<file path="config.mk">
export PLATFORM = sky130hd
export DESIGN_NAME = rfbw_remote_write
export DESIGN_NICKNAME = d
export VERILOG_FILES = /design/src/hw/rfbw_pkg.sv /design/src/hw/rfbw_remote_write.sv
export SDC_FILE = /design/constraint.sdc
export NUM_CORES = 1
export LEC_CHECK = 0
export BUFFER_PORTS_ARGS = -buffer_cell sky130_fd_sc_hd__buf_2
export CAP_MARGIN = 20
export CORE_MARGIN = 2
export CORE_UTILIZATION = 30
export DETAILED_ROUTE_END_ITERATION = 16
export MAX_ROUTING_LAYER = met4
export PLACE_DENSITY = 0.58
export REMOVE_ABC_BUFFERS = 1
export SLEW_MARGIN = 40
export SYNTH_ARGS = -nofsm -noshare
export SYNTH_HDL_FRONTEND = slang
export SYNTH_SLANG_ARGS = --single-unit
</file>
<file path="constraint.sdc">
create_clock -name clk_sys -period 2.9 [get_ports clk_sys]
set_input_delay 0.87 -clock clk_sys [delete_from_list [all_inputs] [get_ports clk_sys]]
set_output_delay 0.87 -clock clk_sys [all_outputs]
set_load 0.02 [all_outputs]
</file>
<file path="src/hw/rfbw_pkg.sv">
// rfbw_pkg: constants and state encoding for the fast buffered write path
// assumes a single cpu clock domain, one T-state per clock
package rfbw_pkg;
    localparam int IW_W = 2;
    localparam int DW_W = 3;
    localparam int MS_W = 2;
    localparam int PC_W = 16;
    localparam logic [MS_W-1:0] MS_DMEM = 2'h0;
    localparam logic [MS_W-1:0] MS_IMEM = 2'h1;
    localparam logic [MS_W-1:0] MS_PCLO = 2'h2;
    localparam logic [MS_W-1:0] MS_PCHI = 2'h3;
    localparam logic [PC_W-1:0] PC_RST = 16'h0000;
    localparam logic [7:0] BYTE_RST = 8'h00;
    localparam logic [7:0] RIC_RST = 8'h00;
    localparam int RIC_MS_LSB = 0;
    localparam logic [PC_W-1:0] PC_ONE = 16'h0001;
    localparam logic [IW_W-1:0] IW_ONE = 2'h1;
    localparam logic [DW_W-1:0] DW_ONE = 3'h1;
    typedef enum logic [11:0] {
        ST_IDLE1 = 12'h001,
        ST_IDLE2 = 12'h002,
        ST_TAKE  = 12'h004,
        ST_SETUP = 12'h008,
        ST_RIC   = 12'h010,
        ST_PCLO  = 12'h020,
        ST_PCHI  = 12'h040,
        ST_DMEM  = 12'h080,
        ST_IMEM  = 12'h100,
        ST_TERM  = 12'h200,
        ST_FINAL = 12'h400,
        ST_HOLD  = 12'h800
    } rfbw_state_t;
endpackage

</file>
<file path="src/hw/rfbw_remote_write.sv">
// rfbw_remote_write: remote access arbiter, fast buffered write mode
// assumes the remote side drives the shared memory buses during access
`timescale 1ns/100ps
`default_nettype none
// Behaviour
// - idle until enable and write request
// - hold second idle while lockout or local grant
// - grant local requests while buses free and lockIn_n high
// - acknowledge low on qualified write request
// - takeover next clock without lockout or request
// - no local grants until termination
// - float buses half T after takeover
// - setup: owner high, load wait counters
// - setup strobe instruction write on high byte
// - command high writes control register
// - select 10/11 writes pc low/high
// - select 00 strobes data write, waits
// - instruction bytes latch low, write word
// - reset or select 01 clears flag
// - termination: acknowledge high after waits
// - final: owner low, float first half
// - final: toggle flag after an instruction write, increment pc after the high byte
// - hold until request drops, then idle
// - one T delay before switching bus
// - strobe and acknowledge release together
module rfbw_remote_write (
    input wire logic clk_sys,
    input wire logic resetn,
    input wire logic remoteAccessEnable,
    input wire logic remoteWriteRequest_n,
    input wire logic remoteWait_n,
    input wire logic cmdSelect,
    input wire logic [7:0] remoteData,
    input wire logic localLockoutBit,
    input wire logic lockIn_n,
    input wire logic localBusRequest,
    input wire logic [rfbw_pkg::IW_W-1:0] instrWaitField,
    input wire logic [rfbw_pkg::DW_W-1:0] dataWaitField,
    output logic localBusGrant,
    output logic localWaitReq,
    output logic transferAcknowledge,
    output logic localBusOwner_n,
    output logic busFloat,
    output logic dataMemWriteStrobe_n,
    output logic instrMemWriteStrobe_n,
    output logic [15:0] instrWord,
    output logic [rfbw_pkg::PC_W-1:0] programCounter,
    output logic [7:0] remoteIfControl,
    output logic [rfbw_pkg::MS_W-1:0] memorySelectField,
    output logic highByteFlag
);
    import rfbw_pkg::*;

    // remote control pins come from outside, so two flops before use; remoteData is used directly
    logic [1:0] wrSync_r, waitSync_r, cmdSync_r, raeSync_r, lockSync_r;
    logic wrReq, waitHigh, cmdHigh, lockHigh;
    always_ff @(posedge clk_sys) begin
        if (!resetn) begin
            wrSync_r <= 2'h0;
            waitSync_r <= 2'h3;
            cmdSync_r <= 2'h0;
            raeSync_r <= 2'h0;
            lockSync_r <= 2'h3;
        end else begin
            wrSync_r <= {wrSync_r[0], ~remoteWriteRequest_n};
            waitSync_r <= {waitSync_r[0], remoteWait_n};
            cmdSync_r <= {cmdSync_r[0], cmdSelect};
            raeSync_r <= {raeSync_r[0], remoteAccessEnable};
            lockSync_r <= {lockSync_r[0], lockIn_n};
        end
    end
    assign wrReq = raeSync_r[1] & wrSync_r[1];
    assign waitHigh = waitSync_r[1];
    assign cmdHigh = cmdSync_r[1];
    assign lockHigh = lockSync_r[1];

    rfbw_state_t state_r, state_nxt;
    logic [IW_W-1:0] iwCnt_r, iwCnt_nxt;
    logic [DW_W-1:0] dwCnt_r, dwCnt_nxt;
    logic grant_r, grant_nxt;
    logic hib_r, hib_nxt;
    logic wasImem_r, wasImem_nxt;
    logic wasHigh_r, wasHigh_nxt;
    logic [7:0] lowLatch_r, lowLatch_nxt;
    logic [15:0] iword_r, iword_nxt;
    logic [PC_W-1:0] pc_r, pc_nxt;
    logic [7:0] ric_r, ric_nxt;
    logic [7:0] ricActive_r, ricActive_nxt;
    logic ricPend_r, ricPend_nxt;
    logic floatHalf_r;
    logic idle, msImem, grantOk;

    assign idle = (state_r == ST_IDLE1) || (state_r == ST_IDLE2);
    // final and hold states free the buses, so a grant given there must stand
    assign grantOk = idle || state_r == ST_FINAL || state_r == ST_HOLD;
    assign msImem = ricActive_r[RIC_MS_LSB +: MS_W] == MS_IMEM;

    always_comb begin
        state_nxt = state_r;
        iwCnt_nxt = iwCnt_r;
        dwCnt_nxt = dwCnt_r;
        grant_nxt = grant_r;
        hib_nxt = hib_r;
        wasImem_nxt = wasImem_r;
        wasHigh_nxt = wasHigh_r;
        lowLatch_nxt = lowLatch_r;
        iword_nxt = iword_r;
        pc_nxt = pc_r;
        ric_nxt = ric_r;
        ricActive_nxt = ric_r;
        ricPend_nxt = 1'b0;
        // mode change lands one T after the control write completes
        if (!ricPend_r) begin
            ricActive_nxt = ric_r;
        end else begin
            ricActive_nxt = ricActive_r;
        end
        // local grant only from idle, final or hold states, never mid access
        if (grantOk && lockHigh) begin
            grant_nxt = localBusRequest;
        end else if (!grantOk) begin
            grant_nxt = 1'b0;
        end
        case (state_r)
            ST_IDLE1: begin
                if (wrReq) begin
                    if (localLockoutBit || grant_r || localBusRequest) begin
                        state_nxt = ST_IDLE2;
                    end else begin
                        state_nxt = ST_TAKE;
                    end
                end
            end
            ST_IDLE2: begin
                if (!wrReq) begin
                    state_nxt = ST_IDLE1;
                end else if (!localLockoutBit && !grant_r &&
                             !localBusRequest) begin
                    state_nxt = ST_TAKE;
                end
            end
            ST_TAKE: begin
                state_nxt = ST_SETUP;
            end
            ST_SETUP: begin
                iwCnt_nxt = instrWaitField;
                dwCnt_nxt = dataWaitField;
                wasImem_nxt = 1'b0;
                wasHigh_nxt = 1'b0;
                if (cmdHigh) begin
                    state_nxt = ST_RIC;
                end else begin
                    case (ricActive_r[RIC_MS_LSB +: MS_W])
                        MS_PCLO: state_nxt = ST_PCLO;
                        MS_PCHI: state_nxt = ST_PCHI;
                        MS_DMEM: state_nxt = ST_DMEM;
                        default: state_nxt = ST_IMEM;
                    endcase
                end
            end
            ST_RIC: begin
                ric_nxt = remoteData;
                ricPend_nxt = 1'b1;
                if (remoteData[RIC_MS_LSB +: MS_W] == MS_IMEM) begin
                    hib_nxt = 1'b0;
                end
                if (waitHigh) begin
                    state_nxt = ST_TERM;
                end
            end
            ST_PCLO: begin
                pc_nxt = {pc_r[15:8], remoteData};
                if (waitHigh) begin
                    state_nxt = ST_TERM;
                end
            end
            ST_PCHI: begin
                pc_nxt = {remoteData, pc_r[7:0]};
                if (waitHigh) begin
                    state_nxt = ST_TERM;
                end
            end
            ST_DMEM: begin
                // programmed waits first, then the remote wait pin
                if (dwCnt_r != '0) begin
                    dwCnt_nxt = dwCnt_r - DW_ONE;
                end else if (waitHigh) begin
                    state_nxt = ST_TERM;
                end
            end
            ST_IMEM: begin
                wasImem_nxt = 1'b1;
                wasHigh_nxt = hib_r;
                if (!hib_r) begin
                    lowLatch_nxt = remoteData;
                end else begin
                    iword_nxt = {remoteData, lowLatch_r};
                end
                if (iwCnt_r != '0) begin
                    iwCnt_nxt = iwCnt_r - IW_ONE;
                end else if (waitHigh) begin
                    state_nxt = ST_TERM;
                end
            end
            ST_TERM: begin
                state_nxt = ST_FINAL;
            end
            ST_FINAL: begin
                if (wasImem_r) begin
                    hib_nxt = ~hib_r;
                    if (wasHigh_r) begin
                        pc_nxt = pc_r + PC_ONE;
                    end
                end
                state_nxt = wrReq ? ST_HOLD : ST_IDLE1;
            end
            ST_HOLD: begin
                if (!wrReq) begin
                    state_nxt = ST_IDLE1;
                end
            end
            default: state_nxt = ST_IDLE1;
        endcase
    end

    always_ff @(posedge clk_sys) begin
        if (!resetn) begin
            state_r <= ST_IDLE1;
            iwCnt_r <= '0;
            dwCnt_r <= '0;
            grant_r <= 1'b0;
            hib_r <= 1'b0;
            wasImem_r <= 1'b0;
            wasHigh_r <= 1'b0;
            lowLatch_r <= BYTE_RST;
            iword_r <= 16'h0000;
            pc_r <= PC_RST;
            ric_r <= RIC_RST;
            ricActive_r <= RIC_RST;
            ricPend_r <= 1'b0;
        end else begin
            state_r <= state_nxt;
            iwCnt_r <= iwCnt_nxt;
            dwCnt_r <= dwCnt_nxt;
            grant_r <= grant_nxt;
            hib_r <= hib_nxt;
            wasImem_r <= wasImem_nxt;
            wasHigh_r <= wasHigh_nxt;
            lowLatch_r <= lowLatch_nxt;
            iword_r <= iword_nxt;
            pc_r <= pc_nxt;
            ric_r <= ric_nxt;
            ricActive_r <= ricActive_nxt;
            ricPend_r <= ricPend_nxt;
        end
    end

    // half-T float edges are taken on the falling clock edge
    always_ff @(negedge clk_sys) begin
        if (!resetn) begin
            floatHalf_r <= 1'b0;
        end else begin
            // released mid-final, so local grants meet quiet buses
            floatHalf_r <= !grantOk;
        end
    end

    assign localBusGrant = grant_r;
    // cpu data accesses stall in remote wait states outside idle, final and hold
    assign localWaitReq = localBusRequest && !grant_r && !grantOk;
    // ack goes low combinationally on the qualified request
    assign transferAcknowledge = !((wrReq && (idle || state_r == ST_TAKE)) ||
        state_r == ST_SETUP || state_r == ST_RIC || state_r == ST_PCLO ||
        state_r == ST_PCHI || state_r == ST_DMEM || state_r == ST_IMEM);
    // high while the remote owns the buses
    assign localBusOwner_n = state_r == ST_SETUP || state_r == ST_RIC ||
        state_r == ST_PCLO || state_r == ST_PCHI || state_r == ST_DMEM ||
        state_r == ST_IMEM || state_r == ST_TERM;
    assign busFloat = floatHalf_r;
    assign dataMemWriteStrobe_n = !(state_r == ST_DMEM);
    assign instrMemWriteStrobe_n = !(hib_r && ((state_r == ST_SETUP &&
        msImem && !cmdHigh) || state_r == ST_IMEM));
    assign instrWord = iword_r;
    assign programCounter = pc_r;
    assign remoteIfControl = ricActive_r;
    assign memorySelectField = ricActive_r[RIC_MS_LSB +: MS_W];
    assign highByteFlag = hib_r;

    a_idle_hold: assert property (@(posedge clk_sys) disable iff (!resetn)
        state_r == ST_IDLE1 && !wrReq |=> state_r == ST_IDLE1)
        else $error("idle left without request");
    a_lock_hold: assert property (@(posedge clk_sys) disable iff (!resetn)
        idle && wrReq && localLockoutBit |=> state_r != ST_TAKE)
        else $error("takeover under lockout");
    a_ack_low: assert property (@(posedge clk_sys) disable iff (!resetn)
        idle && wrReq |-> !transferAcknowledge)
        else $error("ack not low on request");
    a_take_setup: assert property (@(posedge clk_sys) disable iff (!resetn)
        state_r == ST_TAKE |=> state_r == ST_SETUP && localBusOwner_n)
        else $error("setup not after takeover");
    a_no_grant: assert property (@(posedge clk_sys) disable iff (!resetn)
        state_r == ST_DMEM |-> !localBusGrant)
        else $error("grant during access");
    a_term_ack: assert property (@(posedge clk_sys) disable iff (!resetn)
        state_r == ST_TERM |-> transferAcknowledge && localBusOwner_n)
        else $error("termination outputs wrong");
    a_final_next: assert property (@(posedge clk_sys) disable iff (!resetn)
        state_r == ST_TERM |=> state_r == ST_FINAL && !localBusOwner_n)
        else $error("final not after term");
    a_hib_toggle: assert property (@(posedge clk_sys) disable iff (!resetn)
        state_r == ST_FINAL && wasImem_r |=> hib_r != $past(hib_r))
        else $error("high byte flag not toggled");
    a_pc_inc: assert property (@(posedge clk_sys) disable iff (!resetn)
        state_r == ST_FINAL && wasImem_r && wasHigh_r
        |=> pc_r == $past(pc_r) + PC_ONE)
        else $error("pc not incremented");
    a_dmem_waits: assert property (@(posedge clk_sys) disable iff (!resetn)
        state_r == ST_DMEM && dwCnt_r != '0 |=> state_r == ST_DMEM)
        else $error("data waits skipped");
    c_dmem: cover property (@(posedge clk_sys) state_r == ST_DMEM);
    c_imem_hi: cover property (@(posedge clk_sys) state_r == ST_IMEM && hib_r);
    c_ric: cover property (@(posedge clk_sys) state_r == ST_RIC);
    c_hold: cover property (@(posedge clk_sys) state_r == ST_HOLD);
endmodule
`default_nettype wire

</file>
Yosys cells after proc, flatten, opt, wreduce, memory -nomap -nowiden
Index checks and enable logic that the tools add are counted.
- register bits after elaboration: 89
- latch bits: 0
- RAM bits: 0
- memory bits (read-only): 0
- input port bits: 22
- output and inout port bits: 50
- word-level logic and storage cells: 135
- memories: 0
- $add $sub $neg: 3
- $mul: 0
- divide/modulo/power cells: 0
- order comparisons: 0
- equal/unequal tests: 27
- shifts and indexed selects: 0
- muxes and demuxes: 27
- bitwise logic cells: 5
- reductions and logical operators: 53
- operators by type and width (kind ; count):
    12-bit case mux with 10 select lines ; 1
    12-bit 2-to-1 mux ; 8
    16-bit case mux with 3 select lines ; 1
    16-bit 2-to-1 mux ; 2
    9-bit case mux with 3 select lines ; 1
    1-bit logical OR ; 19
    2-bit != test (second input constant) ; 9
    16-bit by 1-bit adder with 16-bit output (second input constant) ; 1
    12-bit by 1-bit equality test with 1-bit output (second input constant) ; 1
    12-bit by 10-bit equality test with 1-bit output (second input constant) ; 1
    12-bit by 11-bit equality test with 1-bit output (second input constant) ; 1
    12-bit equality test (second input constant) ; 1
    12-bit by 2-bit equality test with 1-bit output (second input constant) ; 1
    12-bit by 3-bit equality test with 1-bit output (second input constant) ; 1
    12-bit by 4-bit equality test with 1-bit output (second input constant) ; 1
    12-bit by 5-bit equality test with 1-bit output (second input constant) ; 1
    12-bit by 6-bit equality test with 1-bit output (second input constant) ; 1
    12-bit by 7-bit equality test with 1-bit output (second input constant) ; 1
    12-bit by 8-bit equality test with 1-bit output (second input constant) ; 1
    12-bit by 9-bit equality test with 1-bit output (second input constant) ; 1
    2-bit nonzero test ; 6
    1-bit logical AND ; 9
    9-bit 2-to-1 mux ; 1
    1-bit zero test ; 8
    other kinds (21) ; 37

Longest topological paths before layout
- word-level depth: 11
- depth in mapped cells: 9
- depth with buffers taken out: 6

==> out/results.tsv <==
metric	value	unit
detailed-route DRC error count	0	
Die Y	123	µm
proportion of synthesized area in mux cells	6.90	%
Switching Fraction	27.6	%
critical path depth	1	
worst-skew pair later-pin latency	0.39	ns
CP Capture Type	output pin	
final hold vios	0	
Post-Syn Area	4240	µm²
Synth Area in XOR/XNOR	1.24	%
Synth Area in Simple Gates	26.4	%
Clock power frac	40.1	%
Hold Startpoint	waitSync_r[0]	
CTS tree	yes	
WP buf/inv	1	
kind of cell adding the most delay to the critical path	flip-flops	
clk slew on worst S/H paths	0.07	ns
WHS Path Cells	1	
IO Pins	72	
antenna violations before repair	0	
global-route wire length before repair	18.4	mm
DRT Pass-1 Iters	5	
EDFF count, synth	0	
peak supply drop	227	µV
pin count of the biggest net entering global routing	61	
crit-path cells	buf_6	
dominant cells by area after synthesis	dfxtp_1 42%, mux2i_1 6.4%, nor2_1 5.6%	
complex-gate fraction of the synthesized area	16.8	%
Flop pwr share	44.6	%
WL/cell	15.2	µm
synthesis-stage register bit count	89	
asr flop ratio synth	0	%
Die Wd	123	µm
total power draw	2.82	mW
Leakage	2.17	nW
Setup Viol. Count Final	3	
R2R depth	5	
die area	15100	µm²
top_reg_cell synth	dfxtp_1	
hold_buf cts	0	
grt ovf	0	
largest family of logic cells by synthesized area	simple AND/OR/NAND/NOR gates	
count leader, synth	dfxtp_1	
total track usage	15.9	%
number of global-route vias before repair	3698	
Bufs on Longest Clock Path	2	
Pins Over Slew Limit	0	
register area share after synthesis	42.0	%
Setup CP Type	register to output pin	
Diodes inserted	0	
run status	finished, violations left	
Critical Path AT	2.27	ns
top cell type's share of synthesized area	42.0	%
PortBufs	71	
Via density	5.15	
Area Overhead vs Synth	24.8	%
Slew @ Worst Pin	0.680	ns
ratio of cells with drive above 1 in the final layout	26.5	%
routability cong.	0.870	
final worst slack	-0.239	ns
H-tree Lvls	3	
Crit-path slowest cell	dfxtp_2	
violated checks	setup timing	
Synth Area in Adders	1.18	%
Max Clock Skew	0.0557	ns
relative slew slack	54.7	%
Netlist cell types	66	
top cells by count, synth	89 x dfxtp_1, 63 x nor2_1, 60 x nand2_1	
Via Count	3928	
Worst setup startpoint	busFloat	
Starting DRT DRC Count	263	
cell taking the most area after synthesis	dfxtp_1	
YS warnings	0	
Worst Path Required	2.03	ns
RSZ-0062 raised after global routing	yes	
fill count	1405	
initial core utilization	30.7	%
Worst setup SP type	register	
multi-input logic area	2320	µm²
worst r2r src	state_r[3]	
max-cap check violation count	0	
P_int	2.04	mW
CORE AREA	13800	µm²
Combinational Power Share	15.3	%
CTS Buf Count	9	
slowest stage delay, CP	0.31	ns
NetSw	777	µW
register area	1790	µm²
Row Count	43	
Cell Pwr Density	532	nW/µm²
Syn Area/Cell	8.53	µm²
Clock Sinks	89	
Root Buffer	clkbuf_16	
Crit Path Max Fanout	1	
DP HPWL	8.18	mm
final setup TNS	-0.346	ns
drt total wl	11.5	mm
hold crit path type	register to register	
Antenna Nets Post-Route	0	
nets@finish	603	
Synth Instances	497	
layout by cell type (no fill, tap or decap), types with 4 or more instances in the layout:
master     instances
a211o_1            4
xor2_1             5
nor3_1            13
o21ai_0           16
nand2_1           60
o221a_1            4
buf_4             30
nand3_1           13
nor2_1            60
and3_1             6
a21oi_1           33
a31oi_1            6
nor2b_1            5
inv_1             10
o211a_1            5
and2_1             7
buf_2             68
buf_6              6
nor4_1             4
dfxtp_1           84
nand4_1            7
dfxtp_2            4
nand2b_1           6
mux2i_1           27
or3_1              6
ha_1               4
clkbuf_16          9
stage by stage:
step	hold WS, ns	setup slack (ns)	util (%)	instances	instance area, µm²
6_report	0.408	-0.239	38.3	762	5290
5_1_grt	0.423	-0.271	38.3	762	5290
4_1_cts	0.417	-0.250	37.8	759	5220
3_5_place_dp	0.401	-0.252	35.0	741	4840
3_3_place_gp	0.389	-0.231	35.0	741	4840
2_1_floorplan	0.386	-0.599	-	462	4050
metal layers:
layer  global-route usage [%]  wire, µm  share of wire, %
met4                     6.18       272               2.4
met2                     24.7      5350                46
met1                     20.6      5470                47
met5                        -         0                 0
met3                     2.72       453               3.9
state kept, by name, summed over array words and instances (netlist names), 2 cells and up:
signal,cells
lowLatch_r,8
iwCnt_r,2
cmdSync_r,2
programCounter,16
waitSync_r,2
dwCnt_r,3
ric_r,8
state_r,12
raeSync_r,2
remoteIfControl,8
wrSync_r,2
instrWord,16
lockSync_r,2
kinds of logic after synthesis:
logic type               count (synthesis)
AO/OA/AOI/OAI                          104
XOR/XNOR                                 6
adder cells (fa/ha/maj)                  4
buffers and inverters                   46
flip-flops                              89
multiplexers                            29
AND/OR/NAND/NOR                        219
final cells by class:
cell class,instances,share of cell area (%)
multi-input cells,362,43.8
flip-flops and latches,89,33.8
repair buffers,104,12.0
clock buffers,9,4.26
well taps,180,4.26
clock inverters,8,1.23
inverters,10,0.709
path summary, 6_finish.rpt:
kind / slack (ns) / to
max: -0.24 / busFloat
min: 0.41 / waitSync_r[1]
max reg2reg: -0.08 / busFloat
min reg2reg: 0.41 / waitSync_r[1]
power groups by stage:
stage / clock network (mW) / logic (mW) / registers [mW]
finish: 1.13 / 0.431 / 1.26
detailed placement: 0.00432 / 0.354 / 1.28
global route: 1.21 / 0.465 / 1.26
global placement: 0.00432 / 0.356 / 1.28
CTS: 1.16 / 0.399 / 1.26
floorplan: 0.00432 / 0.169 / 1.30
timing repair:
item	CTS	global route
setup endpoints to repair	6	6
gates cloned	0	0
setup buffers	2	3
pin swaps	3	2
gates resized for setup	19	11
Note: power is estimated with default switching activity, not from simulation.
